`src/rtl/mcsp_map.svh`:
```
// Address map, field positions, widths and reset values of the motor serial port.
// Assumes a byte-addressed Avalon-MM slave with 32-bit data, one word per register.
//
// How it works
// - Sample data and strobe at serial clock rise
// - Strobe low frames word; bits taken only then
// - Bits shift in serially, first bit ends highest
// - Reset clears all 29 bits, predecessor compatible
// - Reset pin low: sleep, clear all config
// - Brake pin low turns on all sinks
// - Serial brake bit also applies braking
// - Two-bit selector routes one of four diagnostics
// - Speed reference counter runs from oscillator input
// - External pulse train feeds speed loop
// - Indicator toggles at each back-EMF zero crossing
`ifndef MCSP_MAP_SVH
`define MCSP_MAP_SVH

// Serial configuration word
`define MCSP_CFG_W        29
`define MCSP_CFG_RESET    29'h0000000
`define MCSP_CFG_BRAKE    2
`define MCSP_CFG_DIAG_LO  5
`define MCSP_CFG_DIAG_HI  6
`define MCSP_CFG_EXT_SPEED_PULSE 7
`define MCSP_CFG_SLEEP    8
`define MCSP_BITCNT_W     5
`define MCSP_BITCNT_ZERO  5'h00
`define MCSP_BITCNT_MAX   5'h1D

// Diagnostic selector codes
`define MCSP_DIAG_THERM   2'h0
`define MCSP_DIAG_ZC      2'h1
`define MCSP_DIAG_SPEED   2'h2
`define MCSP_DIAG_SYNC    2'h3

// Register byte offsets
`define MCSP_ADDR_W       8
`define MCSP_REG_CONFIG   8'h00
`define MCSP_REG_STATUS   8'h04
`define MCSP_REG_MASK     8'h08
`define MCSP_REG_PERIOD   8'h0C
`define MCSP_REG_REFCNT   8'h10

// Status and mask bit positions
`define MCSP_EVT_W        5
`define MCSP_EVT_WORD     0
`define MCSP_EVT_ZC       1
`define MCSP_EVT_SPEED    2
`define MCSP_EVT_BRAKE    3
`define MCSP_EVT_RSTPIN   4
`define MCSP_EVT_RESET    5'h00

// Speed reference counter
`define MCSP_REF_W        16
`define MCSP_REF_RESET    16'h0000
`define MCSP_REF_ONE      16'h0001

// Pin synchroniser width
`define MCSP_PIN_W        8
// Idle level of each pin lane: brake, reset pin and strobe rest high
`define MCSP_PIN_IDLE     8'h1C

`endif

```
`src/rtl/mcsp_pkg.sv`:
```
// Types shared by the motor serial port design.
// Assumes mcsp_map.svh supplies the widths.
`include "mcsp_map.svh"

package mcsp_pkg;

  // Pins from outside the clock domain, all synchronised together
  typedef struct packed {
    logic bemf_above;  // Back-EMF comparator against centertap
    logic sector;      // External speed pulse train
    logic osc;         // Speed reference oscillator
    logic brake_n;     // Brake request, active low
    logic rst_pin_n;   // Reset pin, active low
    logic ser_strobe_n; // Word strobe, active low
    logic ser_data;    // Serial data in
    logic ser_clk;     // Serial port clock
  } mcsp_pins_t;

  // Serial word framing states
  typedef enum logic [0:0] {
    MCSP_IDLE,
    MCSP_SHIFT
  } mcsp_frame_t;

endpackage

```
`src/rtl/mcsp_sync.sv`:
```
// Two-flop synchroniser with edge detection, one lane per pin.
// Assumes inputs are asynchronous to clk; the first flop feeds only the second.
module mcsp_sync #(
  parameter int           W    = 8,
  parameter logic [W-1:0] IDLE = '0
) (
  // Clock and reset
  input  wire logic         clk,
  input  wire logic         sys_rst,
  // Asynchronous pins
  input  wire logic [W-1:0] async_in,
  // Synchronised level and edge pulses
  output logic      [W-1:0] level,
  output logic      [W-1:0] rise,
  output logic      [W-1:0] fall
);

  for (genvar i = 0; i < W; i++)
  begin : g_lane
    logic meta_q;   // First stage, read only by the second
    logic sync_q;   // Second stage, safe level
    logic prev_q;   // Delayed copy for edge finding

    // Three-stage chain; reset to the pin's idle level so no edge is seen on release
    always_ff @(posedge clk)
    begin
      if (sys_rst)
      begin
        meta_q <= IDLE[i];
        sync_q <= IDLE[i];
        prev_q <= IDLE[i];
      end
      else
      begin
        meta_q <= async_in[i];
        sync_q <= meta_q;
        prev_q <= sync_q;
      end
    end

    assign level[i] = sync_q;
    assign rise[i]  = sync_q & ~prev_q;
    assign fall[i]  = ~sync_q & prev_q;
  end

endmodule

```
`src/rtl/mcsp_top.sv`:
```
// Serial control port of a three-phase motor controller, with brake, diagnostic
// selector, speed reference counter and an Avalon-MM register window.
// Assumes all pins are asynchronous to clk (250 MHz) and the serial clock is far
// slower than clk, so each of its edges is seen after synchronisation.
`include "mcsp_map.svh"

module mcsp_top (
  // Clock and reset
  input  wire logic                      clk,
  input  wire logic                      sys_rst,
  // Device pins
  input  wire mcsp_pkg::mcsp_pins_t      pins,
  // Internal status sources on clk
  input  wire logic                      thermal_flag,
  input  wire logic                      speed_pulse_internal,
  input  wire logic                      sync_flag,
  // Avalon-MM slave
  input  wire logic [`MCSP_ADDR_W-1:0]   avs_address,
  input  wire logic                      avs_read,
  input  wire logic                      avs_write,
  input  wire logic [31:0]               avs_writedata,
  input  wire logic [3:0]                avs_byteenable,
  output logic      [31:0]               avs_readdata,
  output logic                           avs_waitrequest,
  // Motor side outputs
  output logic                           data_out,
  output logic      [2:0]                sink_on,
  output logic                           sleep,
  output logic                           zero_cross_indicator,
  output logic                           speed_pulse,
  // Interrupt
  output logic                           irq
);

  // ---------------------------------------------------------------------------
  // Pin synchronisers
  // ---------------------------------------------------------------------------
  mcsp_pkg::mcsp_pins_t pin_lvl;   // Synchronised levels
  mcsp_pkg::mcsp_pins_t pin_rise;  // One-cycle rise pulses
  mcsp_pkg::mcsp_pins_t pin_fall;  // One-cycle fall pulses

  mcsp_sync #(
    .W    (`MCSP_PIN_W),
    .IDLE (`MCSP_PIN_IDLE)
  ) u_sync (
    .clk      (clk),
    .sys_rst  (sys_rst),
    .async_in (pins),
    .level    (pin_lvl),
    .rise     (pin_rise),
    .fall     (pin_fall)
  );

  // ---------------------------------------------------------------------------
  // Registers
  // ---------------------------------------------------------------------------
  mcsp_pkg::mcsp_frame_t          frame_q, frame_d;   // Word framing state
  logic [`MCSP_CFG_W-1:0]         shift_q, shift_d;   // Incoming word
  logic [`MCSP_BITCNT_W-1:0]      bits_q, bits_d;     // Bits in current word
  logic [`MCSP_CFG_W-1:0]         cfg_q, cfg_d;       // Active configuration
  logic                           zc_q;               // Zero-crossing indicator
  logic                           spd_q;              // Selected speed pulse
  logic [`MCSP_REF_W-1:0]         ref_q;              // Oscillator edge count
  logic [`MCSP_REF_W-1:0]         period_q;           // Count between speed pulses
  logic [`MCSP_EVT_W-1:0]         status_q, status_d; // Sticky events
  logic [`MCSP_EVT_W-1:0]         mask_q;             // Interrupt mask
  logic                           data_out_q;
  logic [2:0]                     sink_q;
  logic                           sleep_q;
  logic                           irq_q;
  logic                           wait_q;             // Waitrequest, high by default
  logic [31:0]                    rdata_q;

  // ---------------------------------------------------------------------------
  // Serial word capture
  // ---------------------------------------------------------------------------
  // sample on clock rise
  wire  ser_edge   = pin_rise.ser_clk;
  wire  ser_bit    = pin_lvl.ser_data;
  wire  strobe_low = ~pin_lvl.ser_strobe_n;
  wire  take_bit   = ser_edge & strobe_low;
  wire  word_end   = pin_rise.ser_strobe_n & (frame_q == mcsp_pkg::MCSP_SHIFT);
  wire  word_load  = word_end & (bits_q != `MCSP_BITCNT_ZERO);
  wire  pin_reset  = ~pin_lvl.rst_pin_n;
  wire  bits_full  = (bits_q == `MCSP_BITCNT_MAX);

  // Framing machine: a word opens on the first clock rise that sees strobe low
  // and closes when the strobe pin returns high; the host never lets the two
  // edges meet, so no bit is ever taken together with the closing edge.
  always_comb
  begin
    frame_d = frame_q;
    shift_d = shift_q;
    bits_d  = bits_q;
    case (frame_q)
      mcsp_pkg::MCSP_IDLE:
      begin
        // A fresh word starts from zero so short words leave top bits clear
        if (take_bit)
        begin
          frame_d = mcsp_pkg::MCSP_SHIFT;
          shift_d = {{(`MCSP_CFG_W-1){1'b0}}, ser_bit};
          bits_d  = `MCSP_BITCNT_ZERO + 5'h01;
        end
      end
      mcsp_pkg::MCSP_SHIFT:
      begin
        if (word_end)
        begin
          frame_d = mcsp_pkg::MCSP_IDLE;
        end
        else if (take_bit)
        begin
          shift_d = {shift_q[`MCSP_CFG_W-2:0], ser_bit};
          // Counter saturates; extra bits just push old ones out
          if (!bits_full)
          begin
            bits_d = bits_q + 5'h01;
          end
        end
      end
      default:
      begin
        frame_d = mcsp_pkg::MCSP_IDLE;
      end
    endcase
    // Reset pin abandons any word in flight
    if (pin_reset)
    begin
      frame_d = mcsp_pkg::MCSP_IDLE;
      shift_d = `MCSP_CFG_RESET;
      bits_d  = `MCSP_BITCNT_ZERO;
    end
  end

  // Configuration: only a closed word of at least one bit is ever applied.
  // top bits reset zero
  assign cfg_d = pin_reset ? `MCSP_CFG_RESET :
                 word_load ? shift_q : cfg_q;

  always_ff @(posedge clk)
  begin
    if (sys_rst)
    begin
      frame_q <= mcsp_pkg::MCSP_IDLE;
      shift_q <= `MCSP_CFG_RESET;
      bits_q  <= `MCSP_BITCNT_ZERO;
      cfg_q   <= `MCSP_CFG_RESET;
    end
    else
    begin
      frame_q <= frame_d;
      shift_q <= shift_d;
      bits_q  <= bits_d;
      cfg_q   <= cfg_d;
    end
  end

  // ---------------------------------------------------------------------------
  // Motor-side controls
  // ---------------------------------------------------------------------------
  // brake pin low
  wire       brake_pin = ~pin_lvl.brake_n;
  wire       brake_req = brake_pin | cfg_q[`MCSP_CFG_BRAKE];
  // Sleep comes from the reset pin or the serial sleep bit
  wire       sleep_d   = pin_reset | cfg_q[`MCSP_CFG_SLEEP];
  wire [1:0] diag_sel  = cfg_q[`MCSP_CFG_DIAG_HI:`MCSP_CFG_DIAG_LO];
  wire       spd_src   = cfg_q[`MCSP_CFG_EXT_SPEED_PULSE] ? pin_lvl.sector : speed_pulse_internal;
  wire       spd_rise  = spd_src & ~spd_q;
  wire       zc_event  = pin_rise.bemf_above | pin_fall.bemf_above;
  wire       ref_tick  = pin_rise.osc;

  wire       diag_d    = (diag_sel == `MCSP_DIAG_THERM) ? thermal_flag :
                         (diag_sel == `MCSP_DIAG_ZC)    ? zc_q :
                         (diag_sel == `MCSP_DIAG_SPEED) ? spd_q : sync_flag;

  // Brake, sleep and indicator flops; all motor-side outputs come straight from here
  always_ff @(posedge clk)
  begin
    if (sys_rst)
    begin
      sink_q     <= 3'h0;
      sleep_q    <= 1'b0;
      zc_q       <= 1'b0;
      spd_q      <= 1'b0;
      data_out_q <= 1'b0;
    end
    else
    begin
      sink_q     <= {3{brake_req}};
      sleep_q    <= sleep_d;
      zc_q       <= zc_q ^ zc_event;
      spd_q      <= spd_src;
      data_out_q <= diag_d;
    end
  end

  // Speed reference counter: free counts of oscillator edges, restarted on each
  // speed pulse with the old count kept as the measured period. It wraps rather
  // than saturates, so a stalled motor shows a meaningless period.
  always_ff @(posedge clk)
  begin
    if (sys_rst)
    begin
      ref_q    <= `MCSP_REF_RESET;
      period_q <= `MCSP_REF_RESET;
    end
    else if (spd_rise)
    begin
      period_q <= ref_q;
      ref_q    <= ref_tick ? `MCSP_REF_ONE : `MCSP_REF_RESET;
    end
    else if (ref_tick)
    begin
      ref_q    <= ref_q + `MCSP_REF_ONE;
    end
  end

  // ---------------------------------------------------------------------------
  // Avalon-MM slave
  // ---------------------------------------------------------------------------
  // One wait state: the first cycle of a request prepares read data and drops
  // waitrequest; the next edge is the only one at which the access takes effect.
  wire req        = avs_read | avs_write;
  wire acc        = req & ~wait_q;
  wire wr_acc     = acc & avs_write;
  wire rd_acc     = acc & avs_read;
  wire sel_config = (avs_address == `MCSP_REG_CONFIG);
  wire sel_status = (avs_address == `MCSP_REG_STATUS);
  wire sel_mask   = (avs_address == `MCSP_REG_MASK);
  wire sel_period = (avs_address == `MCSP_REG_PERIOD);
  wire sel_refcnt = (avs_address == `MCSP_REG_REFCNT);

  // Read mux; unmapped addresses read as zero
  logic [31:0] rd_mux;
  always_comb
  begin
    rd_mux = 32'h0000_0000;
    if (sel_config)
    begin
      rd_mux = {{(32-`MCSP_CFG_W){1'b0}}, cfg_q};
    end
    else if (sel_status)
    begin
      rd_mux = {{(32-`MCSP_EVT_W){1'b0}}, status_q};
    end
    else if (sel_mask)
    begin
      rd_mux = {{(32-`MCSP_EVT_W){1'b0}}, mask_q};
    end
    else if (sel_period)
    begin
      rd_mux = {{(32-`MCSP_REF_W){1'b0}}, period_q};
    end
    else if (sel_refcnt)
    begin
      rd_mux = {{(32-`MCSP_REF_W){1'b0}}, ref_q};
    end
  end

  // Bus handshake flops
  always_ff @(posedge clk)
  begin
    if (sys_rst)
    begin
      wait_q  <= 1'b1;
      rdata_q <= 32'h0000_0000;
    end
    else if (req && wait_q)
    begin
      wait_q  <= 1'b0;
      rdata_q <= rd_mux;
    end
    else
    begin
      wait_q  <= 1'b1;
    end
  end

  // Mask: only the low byte holds bits, so only its byte lane is honoured
  always_ff @(posedge clk)
  begin
    if (sys_rst)
    begin
      mask_q <= `MCSP_EVT_RESET;
    end
    else if (wr_acc && sel_mask && avs_byteenable[0])
    begin
      mask_q <= avs_writedata[`MCSP_EVT_W-1:0];
    end
  end

  // ---------------------------------------------------------------------------
  // Events and interrupt
  // ---------------------------------------------------------------------------
  logic [`MCSP_EVT_W-1:0] evt;     // One-cycle event pulses
  logic [`MCSP_EVT_W-1:0] clr;     // Read-to-clear of the status register

  always_comb
  begin
    evt                  = `MCSP_EVT_RESET;
    evt[`MCSP_EVT_WORD]  = word_load;
    evt[`MCSP_EVT_ZC]    = zc_event;
    evt[`MCSP_EVT_SPEED] = spd_rise;
    evt[`MCSP_EVT_BRAKE] = brake_req & ~sink_q[0];
    evt[`MCSP_EVT_RSTPIN] = pin_fall.rst_pin_n;
    // Clear only what the read returned; a bit set after the data was latched stays
    clr                  = (rd_acc && sel_status) ? rdata_q[`MCSP_EVT_W-1:0] : `MCSP_EVT_RESET;
    // An event in the clearing cycle survives, since set wins over clear
    status_d             = (status_q & ~clr) | evt;
  end

  // Sticky status and level interrupt
  always_ff @(posedge clk)
  begin
    if (sys_rst)
    begin
      status_q <= `MCSP_EVT_RESET;
      irq_q    <= 1'b0;
    end
    else
    begin
      status_q <= status_d;
      irq_q    <= |(status_d & mask_q);
    end
  end

  // ---------------------------------------------------------------------------
  // Output drive
  // ---------------------------------------------------------------------------
  assign avs_readdata         = rdata_q;
  assign avs_waitrequest      = wait_q;
  assign data_out             = data_out_q;
  assign sink_on              = sink_q;
  assign sleep                = sleep_q;
  assign zero_cross_indicator = zc_q;
  assign speed_pulse          = spd_q;
  assign irq                  = irq_q;

endmodule

```
`config.mk`:
```
export PLATFORM = sky130hd
export DESIGN_NAME = mcsp_top
export DESIGN_NICKNAME = d
export VERILOG_FILES = /design/src/rtl/mcsp_pkg.sv /design/src/rtl/mcsp_sync.sv /design/src/rtl/mcsp_top.sv
export VERILOG_INCLUDE_DIRS = /design/src /design/src/rtl
export SDC_FILE = /design/constraint.sdc
export NUM_CORES = 1
export LEC_CHECK = 0
export ABC_AREA = 1
export BUFFER_PORTS_ARGS = -buffer_cell sky130_fd_sc_hd__buf_2
export CAP_MARGIN = 20
export CORE_ASPECT_RATIO = 1.75
export CORE_UTILIZATION = 35
export CTS_BUF_LIST = sky130_fd_sc_hd__clkbuf_4
export DETAILED_ROUTE_END_ITERATION = 7
export PLACE_DENSITY_LB_ADDON = 0.3
export RECOVER_POWER = 50
export SKIP_LAST_GASP = 1
export SLEW_MARGIN = 20
export SYNTH_ARGS = -nofsm -noshare
export SYNTH_HDL_FRONTEND = slang
export SYNTH_HIERARCHICAL = 1
export SYNTH_SLANG_ARGS = --single-unit
```
`constraint.sdc`:
```
create_clock -name clk -period 2.1 [get_ports clk]
set_input_delay 0.105 -clock clk [delete_from_list [all_inputs] [get_ports clk]]
set_output_delay 0.105 -clock clk [all_outputs]
set_load 0.02 [all_outputs]
```
==> reports/results.txt, run 1 <==
The flow ran to the end, and the final reports show no timing, DRC or antenna violations. The leakage power is 2.82 nW, and the clock period minus final worst setup slack is 1.69 ns. The tools report the end-of-flow core utilization as 0.409.

The slowest stage of the critical path is the clkbuf_1 cell. The floorplan step defined a core boundary enclosing 18100 µm². The clock latency on the worst-skew pair was 0.54 ns. Walking the worst path, the cells encountered are o21ai_0 > clkbuf_1 > nor2_1 > o21ai_0 > a21oi_1. After the last flow step, the layout net total stands at 989. Along the worst path, the maximum fanout reaches 21. TritonCTS built the clock tree. Yosys synthesis warning count: 6.

The clock drives 163 sinks. The number of global-route vias before repair is 5174, and the share of cells above drive strength 1 is 0.117. Leaving out fill and tap cells, the most frequent cell in the layout is nand2_1. STA classifies the critical path startpoint as a flip-flop. The number of instances resized during post-cts repair was 0; the longest individual stage delay on the worst path was 0.77 ns. For the pin with the worst max-slew slack, the measured transition is 0.989 ns. The half-perimeter wire length after placement came out at 10.3 mm. Once routing completed, OpenROAD measured the worst setup slack at 0.408 ns.

Once detail routing completed, the nets flagged for antenna violations numbered 0. The power per cell area is 759 nW/µm². The post-route fraction of the period consumed by the critical path is 0.806, and the area growth from synthesis to layout is 13.2%. The H-tree was split into 4 levels.

Along the worst hold path, the cell count comes to 6. The finished cells cover 7410 µm². The count of max-cap constraint violations was 0; the first-pass GRT wire length was 24.8 mm. Using the TritonRoute via totals, the vias-per-cell ratio works out to 4.69.

At the placement stage, the worst setup path has a slack of 0.467 ns. Remaining max-slew budget at the tightest pin: 0.341. Count of standard-cell rows: 65. The number of ports placed on the die boundary was 100; the detailed-route wire length per cell was 12.7 µm. Setup violations remaining at the end of the flow were counted as 0. The tools report the maximum number of pins on one net before global-route repair as 39.

The aggregate global-route resource usage is 0.162. The logs give 0.0193 ns for the worst clock skew and 4 for the iteration count of the initial detailed-routing pass. The initial core utilization is 0.361.

Clock transition time at the flip-flop clock pins of the worst setup and hold paths: 0.14 ns. The die covers 19300 µm². The critical path is of the reg2reg type.

For the global-route congestion overflow total, the log shows 0. IR analysis of the VDD net gives a maximum drop of 0.333 mV. The clock passes through at most 2 buffers. Setup repair after global routing left no endpoint under its margin. The tightest min-delay check is of the in2reg type. The most numerous cell on the critical path is o21ai_0.

In this run the clock root is driven by a clkbuf_4. The worst setup path is captured at a flip-flop. For the final count of hold timing violations, the log shows 0. The detailed router placed 5482 vias in this run. The first routing iteration left 224 violations. The overall die width works out to 105 µm.

In the synthesized netlist, the number of instances is 856. Once placement finished, the instance area stood at 7010 µm². The die is 183 µm tall. The buffer and inverter count on the worst path is 1. The congestion estimate from routability-driven global placement came to 0.792. The family with the most delay on the worst path was buffers and inverters.

The detailed-route wire length is 14.8 mm. Counting buffers and inverters, the worst setup path is 5 cells deep. Summed over all failing endpoints, the final setup total negative slack is 0 ns. Counting cells, the worst reg-to-reg path comes to 5.

The data arrival time of the worst path was 2.11 ns; the mean cell area of the mapped netlist was 7.65 µm². In the layout the commonest cells are nand2_1 (174), dfxtp_1 (163), a21oi_1 (110), nor2_1 (101), o21ai_0 (80). The netlist area before placement was 6550 µm²; the post-CTS setup buffer count was 0. The tightest hold path in the finished design has a slack of 0.0719 ns. The number of clock buffers added by TritonCTS is 17. The number of antenna violations at the first check in global routing was 1; the required time reported for the critical path endpoint was 2.51 ns. The final routed DRC violation total was 0; the count of buffers from port buffering was 66.

For the final max-slew violation count, the log shows 0. For this run, the top clock speed supported by timing is 591 MHz.
## sequential cells by signal (all words and copies together), names as in the netlist, 5 cells and up
name	count
avs_readdata	29
u_sync/g_lane.meta_q	8
period_q	16
shift_q	29
status_q	5
u_sync/g_lane.prev_q	5
bits_q	5
u_sync/g_lane.sync_q	8
cfg_q	29
mask_q	5
ref_q	16
## worst paths after layout
check / startpoint / endpoint / slack [ns]
setup reg to reg: avs_waitrequest / avs_readdata[3] / 0.41
hold / removal: avs_address[3] / avs_readdata[4] / 0.07
hold reg to reg: u_sync/g_lane[1].meta_q / u_sync/g_lane[1].sync_q / 0.41
setup / recovery: avs_waitrequest / avs_readdata[3] / 0.41
## power breakdown
part | internal (mW) | leakage, nW | switching (mW)
Sequential | 3.17 | 1.33 | 0.0411
Clock | 0.932 | 0.156 | 1.05
Combinational | 0.138 | 1.34 | 0.292
## per-stage QoR
stage / std cells / power, mW
2_1_floorplan: 858 / 3.58
4_1_cts: 1169 / 5.72
3_3_place_gp: 1125 / 3.71
6_report: 1170 / 5.62
3_5_place_dp: 1125 / 3.71
5_1_grt: 1170 / 5.88
## layer usage
metal	part of all wire	global-route usage
met1	0.43	0.177
met2	0.54	0.312
met3	0.020	0.0245
met4	0.012	0.0558
met5	0	0
## area by class of cell
class | instances | area [µm²]
diodes | 1 | 2.50
clock buffers | 18 | 135
clock inverters | 10 | 163
fillers | 1937 | 10700
inverters | 85 | 325
multi-input cells | 563 | 2680
flip-flops and latches | 163 | 3260
well taps | 234 | 293
repair buffers | 96 | 552
## timing repair
| item | CTS | global route |
|---|---|---|
| endpoints found under the hold margin | 15 | 0 |
| hold buffers | 16 | 0 |
| endpoints found under the setup margin | 0 | 0 |
## tightest hold or removal path, cell delays in order
cell and delay [ns]:
buf_2 0.13, nand3_1 0.09, nand3_1 0.08, nand2_1 0.05
nand2_1 0.05, a21oi_1 0.05
Power figures use the tool's default switching activity.
==> run 2, diff against run 1 <==
--- a/config.mk
+++ b/config.mk
@@ -6,7 +6,7 @@
 export SDC_FILE = /design/constraint.sdc
 export NUM_CORES = 1
 export LEC_CHECK = 0
-export ABC_AREA = 1
+export ABC_AREA = 0
 export BUFFER_PORTS_ARGS = -buffer_cell sky130_fd_sc_hd__buf_2
 export CAP_MARGIN = 20
 export CORE_ASPECT_RATIO = 1.75
==> constraint.sdc (replaced) <==
create_clock -name clk -period 1.6 [get_ports clk]
set_input_delay 0.08 -clock clk [delete_from_list [all_inputs] [get_ports clk]]
set_output_delay 0.08 -clock clk [all_outputs]
set_load 0.02 [all_outputs]
==> run 2 against run 1 <==
The run now ends with setup timing left. Register-to-register slack got worse by 0.45 ns. Combinational power rose by 27%. Synthesized cell count fell by 13%. Clock-buffer cell count rose by 2. Final area rose by 9.7%. Non-clock buffer count rose by 59. Largest cell class unchanged. Largest power group unchanged. Highest routed layer unchanged.
==> reports/results.txt, run 2 <==
The run finished, with violations left. The final reports fail on setup timing. The final max-slew violation count is 0, and the end-of-flow core utilization is 0.448.

Timing would allow up to 610 MHz. In the layout the commonest cells are dfxtp_1 (157), nand2_1 (107), a21oi_1 (81), nor2_1 (56), buf_4 (48). The setup path with the least slack is of type reg2reg. The top fanout value on the critical path was 7; the standard cell area after detailed placement was 7370 µm². The run gives 0.341 as the met2 layer usage reported by global route.

Remaining max-slew budget at the tightest pin: 0.590. The leakage power was 2.89 nW; the mean cell area of the mapped netlist was 8.72 µm². The number of instances in the placed design came out at 1042. TritonCTS built the clock tree. The post-layout worst setup margin was -0.0404 ns; the area growth from synthesis to layout was 24.7%. The clock tree root driver cell is clkbuf_4.

Using the TritonRoute via totals, the vias-per-cell ratio works out to 5.14. The core region is 18100 µm². The first detailed-routing pass took 5 iterations. The detailed-route wire length per cell works out to 15.5 µm. Aggregate global-route resource usage: 0.177.

Together, buffers and inverters on the worst path number 2. At the placement stage, the worst setup path has a slack of -0.0688 ns. Setup repair after global routing could not meet its margin everywhere. The startpoint of the most critical hold path is avs_write. The signal on the critical path passes through inv_2 > ha_4 > or4b_4 > nand3_4 > clkbuf_16 > nand2_1 > a21oi_1.

The tools report the first-pass GRT wire length as 26.7 mm. The type of the worst min-delay path is in2reg. Buffers placed on the I/O ports in this run total 66. The sink count of the clock tree is 163.

The worst setup path is captured at a flip-flop. After the last flow step, the layout net total stands at 923. After floorplanning, the core was divided into 65 placement rows. The logs give 0.58 ns for the clock latency on the worst-skew pair and 23 for the final setup violation count.

At the pin with the least slew margin, the transition time is 0.615 ns. Power spread over the standard cell area amounts to 878 nW/µm². On the critical path, the stage with the largest delay is an instance of or4b_4. The die height is 183 µm, and the half-perimeter wire length after placement is 11.7 mm.

In the final timing run, aggregate negative setup slack is -0.391 ns. Count of max-cap constraint violations: 0. Violation count after the first detailed-route iteration: 335.

Maximum VDD drop: 0.382 mV. The share of cells above drive strength 1 came out at 0.199. The run gives 0.359 as the initial core utilization.

Entering global routing, the biggest net connects 39 pins. The congestion estimate from routability-driven global placement came to 0.836. CTS built an H-tree with a depth of 4. From left edge to right edge, the die measures 105 µm. After synthesis the cells add up to 6520 µm².

Leaving out filler cells and counting taps, the final layout contains 1108. For the count of mapped cells out of synthesis, the log shows 747. Most common cell after layout, fill and taps aside: dfxtp_1. The number of global-route vias before repair came out at 5401. Data arrival time of the worst path: 2.15 ns. The tools report the final standard cell area without fillers as 8130 µm².

The die covers 19200 µm². For the finished layout, the period the worst path requires is 1.64 ns. The logs give 0.185 for the met1 capacity usage during global routing and 6 for the yosys synthesis warning count.

In this run the count of I/O pins placed on the die edge is 100. The worst hold slack is 0.0355 ns. The total CTS buffers is 17, and the total power draw is 7.14 mW. The number of cells on the worst hold path works out to 4. The post-route fraction of the period consumed by the critical path was 1.03. The terminus of the critical flop-to-flop path is cfg_q[20]. For the register-to-register setup slack, the log shows -0.04 ns. For the number of antenna violations at the first check in global routing, the log shows 1.

Broken down by cell family, the worst path's largest delay share belongs to simple AND/OR/NAND/NOR gates. Once detail routing completed, the nets flagged for antenna violations numbered 0. Cell depth of the worst flop-to-flop path: 7.

The global-route met3 utilization is 0.0282. After detailed routing, the total wire length is 17.2 mm. The logs give 0 for the final routed DRC violation total and 5695 for the via count. The launching point of the worst reg2reg path is bits_q[0]. The final count of hold timing violations is 0, and the worst clock skew is 0.0355 ns. The tools report the global-route congestion overflow total as 0. The layout has 1788 filler cells. The required time reported for the critical path endpoint is 2.11 ns, and the critical path depth is 7. The largest single stage delay on the critical path is 0.48 ns.

Destination of the worst hold path: avs_readdata[1]. The layer flagged by global routing as most heavily used is met2. The clock passes through at most 2 buffers.

The clock transition time at the flip-flop clock pins of the worst setup and hold paths came out at 0.15 ns. The startpoint type of the worst setup path is a flip-flop.
run 2: cell types whose count changed in the layout (fill, tap and decap cells not counted), sizes merged, moves of 9 or more:
cell | previous run | this run
inv | 84 | 12
nand2 | 178 | 117
o21ai | 89 | 30
buf | 39 | 90
nor2 | 108 | 57
nor2b | 0 | 26
a21oi | 112 | 87
a22oi | 0 | 16
a221oi | 1 | 13
a31oi | 12 | 0
a22o | 0 | 11
mux2i | 0 | 9
xor2 | 1 | 10
run 2: how the worst max path moves through the flow:
stage           endpoint  slack, ns  startpoint
6_report       cfg_q[20]      -0.04   bits_q[0]
5_1_grt              irq      -0.11   bits_q[1]
2_1_floorplan  cfg_q[18]       0.02   bits_q[0]
4_1_cts        cfg_q[28]      -0.06   bits_q[0]
3_3_place_gp         irq      -0.05   bits_q[0]
3_5_place_dp         irq      -0.07   bits_q[0]
run 2: where the power goes:
group	leakage [nW]	internal, mW	switching (mW)	total [mW]
logic	1.42	0.216	0.328	0.544
registers	1.32	4.12	0.0324	4.15
clock network	0.145	0.979	1.46	2.44
total	2.89	5.31	1.82	7.14
run 2: worst reg2reg max path: cells and delay by family (launching register included):
kind            cells  cell delay [ns]
buf+inv             2             0.26
flops               1             0.35
compound gates      1             0.15
simple gates        3             0.71
fa+ha+maj           1             0.11
run 2: what timing repair did:
item | CTS | global route
pin swaps | 1 | 23
gates cloned | 0 | 4
resized for setup | 5 | 40
buffers inserted | 2 | 3
hold buffers | 24 | 0
hold endpoints to repair | 23 | 0
setup endpoints to repair | 32 | 49
run 2: layout make-up:
type	count	area (µm²)	area share
sequential	163	3270	0.402
multi-input combinational	513	3080	0.379
timing repair buffer	155	1160	0.143
tap	234	293	0.0360
clock buffer	20	150	0.0185
clock inverter	12	130	0.0160
inverter	10	37.5	0.00462
antenna	1	2.50	0.000308
run 2: routing by layer:
layer  share of wire  up-vias  wire (µm)
met3           0.037       31        637
li1                -     2817          -
met5               0        -          0
met2            0.55      136       9440
met4           0.028        0        473
met1            0.39     2711       6650
==> run 3, diff against run 2 <==
--- a/config.mk
+++ b/config.mk
@@ -14,7 +14,6 @@
 export CTS_BUF_LIST = sky130_fd_sc_hd__clkbuf_4
 export DETAILED_ROUTE_END_ITERATION = 7
 export PLACE_DENSITY_LB_ADDON = 0.3
-export RECOVER_POWER = 50
 export SKIP_LAST_GASP = 1
 export SLEW_MARGIN = 20
 export SYNTH_ARGS = -nofsm -noshare
==> run 3 against run 2 <==
The run still ends with setup timing left. Total power is essentially flat. First-iteration DRC count shrank 13%. Maximum frequency grew 0.33%. Non-clock buffer count is the same. Clock skew is essentially flat. Core utilization grew 0.32 points. Flip-flop and latch count is the same. Hold slack gained 0.0039 ns. Die area is the same. Routed wire length shrank 0.41%. Final cell count is the same.
==> reports/results.txt, run 3 (synthesized netlist as in run 2, its figures left out) <==
The met1 capacity usage during global routing was 0.185. In this run the most used layer during global routing was met2. The logs give 2.13 ns for the data arrival time of the worst path and 4 for the iteration count of the initial detailed-routing pass. The worst register-to-register path ends at cfg_q[28]. Counting cells, the worst reg-to-reg path comes to 7.

For this design the top-level I/O count stands at 100. The detailed-route wire length per cell is 15.5 µm. The tools report the number of antenna violations at the first check in global routing as 1.

Depth of the CTS H-tree: 4. The most critical setup path has its endpoint at cfg_q[28]. The run finished, with violations left.

The die covers 19200 µm². After legalization and detailed placement, the total HPWL measured 11.7 mm. The global-route congestion overflow total came out at 0. The element type at the critical path end was a flip-flop. The number of global-route vias before repair was 5401; the die height was 183 µm. Entering global routing, the biggest net connects 39 pins. Setup repair after global routing could not meet its margin everywhere.

In the routed layout, each cell is associated on average with a via count of 5.15. The critical path class was reg2reg. VDD sags by at most 0.382 mV. Buffers placed on the I/O ports in this run total 66. For this design, the sink count on the clock tree is 163. The launching point of the worst reg2reg path was bits_q[0].

The clock reaches the later pin of the worst-skew pair after 0.57 ns. For the register-to-register setup slack, the log shows -0.03 ns. Share of cells above drive strength 1: 0.243. The cell sitting at the root of the clock tree is a clkbuf_4. The initial core utilization came out at 0.359. Setup violations remaining at the end of the flow were counted as 23. Relative to the synthesized area, the layout overhead comes to 25.6%. The logs give 0 for the final count of hold timing violations and 7370 µm² for the standard cell area after detailed placement. In this run the worst hold path is classified as in2reg. The post-route fraction of the period consumed by the critical path was 1.02; the global-route met3 utilization was 0.0282.

The run gives -0.335 ns as the total negative slack. The run gives 0.451 as the end-of-flow core utilization. The initialized floorplan defines 65 standard-cell rows. On the final layout, the worst clock skew is 0.0357 ns.

From left edge to right edge, the die measures 105 µm. After the last flow step, the layout net total stands at 923. In this run, the number of DRC markers left after iteration 0 of detailed routing was 290.

The clock transition time at the flip-flop clock pins of the worst setup and hold paths was 0.15 ns. The tools report the aggregate global-route resource usage as 0.177. The beginning of the critical path is bits_q[0]. TritonCTS built the clock tree. At the worst endpoint, the required time is 2.10 ns.

The detail route stage leaves a number of antenna-violating nets equal to 0. The clock period minus final worst setup slack was 1.63 ns. The worst setup path is launched from a flip-flop.

The library cells used most frequently in the layout, excluding fill and tap cells, are dfxtp_1 (157), nand2_1 (107), a21oi_1 (81), buf_2 (66), nor2_1 (56). The first global-routing pass estimated 26.7 mm of wire. The post-layout worst setup margin came out at -0.0349 ns. The run gives 0.341 as the met2 layer usage reported by global route. For the detailed-route wire length, the log shows 17.1 mm. Once layout is done, the placed cells without fillers occupy 8190 µm². Clock tree synthesis inserted a total of 17 buffers. The library cell used most frequently in the layout, excluding fill and tap cells, is dfxtp_1.

For this run, design rule violations remaining after detail routing come to 0. The analysis attributes to cell leakage a power of 3.05 nW. The number of cells on the worst hold path works out to 4. Power spread over the standard cell area amounts to 872 nW/µm². The top fanout value on the critical path was 7. The checks that failed: setup timing.

The final route contains 5710 vias. For the final max-slew violation count, the log shows 0. The congestion estimate from routability-driven global placement came to 0.836. For this run, the top clock speed supported by timing is 612 MHz. No sink is reached through more buffers than the 2 on the longest clock path.

The logs give 0 for the count of max-cap constraint violations and 18100 µm² for the area of the placeable core.
run 3: cell type report:
type	instances	area [µm²]
sequential	163	3270
fill	1770	9950
antenna	1	2.50
inverter	10	37.5
tap	234	293
clock buffer	20	150
timing repair buffer	155	1220
clock inverter	12	130
multi-input combinational	513	3080
run 3: layer usage:
metal | vias up | share of wire
met5 | - | 0
met4 | 0 | 0.029
met3 | 35 | 0.033
met2 | 125 | 0.55
met1 | 2736 | 0.39
li1 | 2814 | -
run 3: worst min path at each step:
stage	start	to	slack (ns)
after floorplan	sys_rst	u_sync/g_lane[7].meta_q	0.15
after global placement	pins[3]	u_sync/g_lane[3].meta_q	0.26
after detailed placement	pins[3]	u_sync/g_lane[3].meta_q	0.26
after CTS	avs_write	avs_readdata[1]	0.0004
after global routing	avs_write	avs_readdata[2]	0.02
final	avs_write	avs_readdata[1]	0.04
run 3: repair_timing:
item | CTS | global route
hold buffers | 24 | 0
endpoints found under the hold margin | 23 | 0
setup endpoints to repair | 32 | 49
pin swaps | 1 | 23
resized for setup | 5 | 40
cloned | 0 | 4
setup buffers | 2 | 3
run 3: critical path: stages, from the launching register on:
cell,delay (ns)
dfxtp_2,0.35
inv_2,0.07
ha_4,0.11
or4b_4,0.48
nand3_4,0.17
clkbuf_16,0.19
nand2_1,0.05
a21oi_1,0.14
run 3: power breakdown:
group,switching (mW),internal (mW)
Clock,1.46,0.979
Combinational,0.326,0.228
Sequential,0.0314,4.12
Total,1.82,5.32
run 3: metrics by stage:
| step | instances | hold slack [ns] | power, mW | worst slack [ns] |
|---|---|---|---|---|
| 3_5_place_dp | 1042 | 0.258 | 4.74 | -0.0688 |
| 2_1_floorplan | 749 | 0.152 | 4.54 | 0.0170 |
| 6_report | 1108 | 0.0394 | 7.14 | -0.0349 |
| 3_3_place_gp | 1042 | 0.261 | 4.74 | -0.0502 |
| 5_1_grt | 1108 | 0.0248 | 7.42 | -0.114 |
| 4_1_cts | 1100 | 0.000418 | 7.19 | -0.0560 |
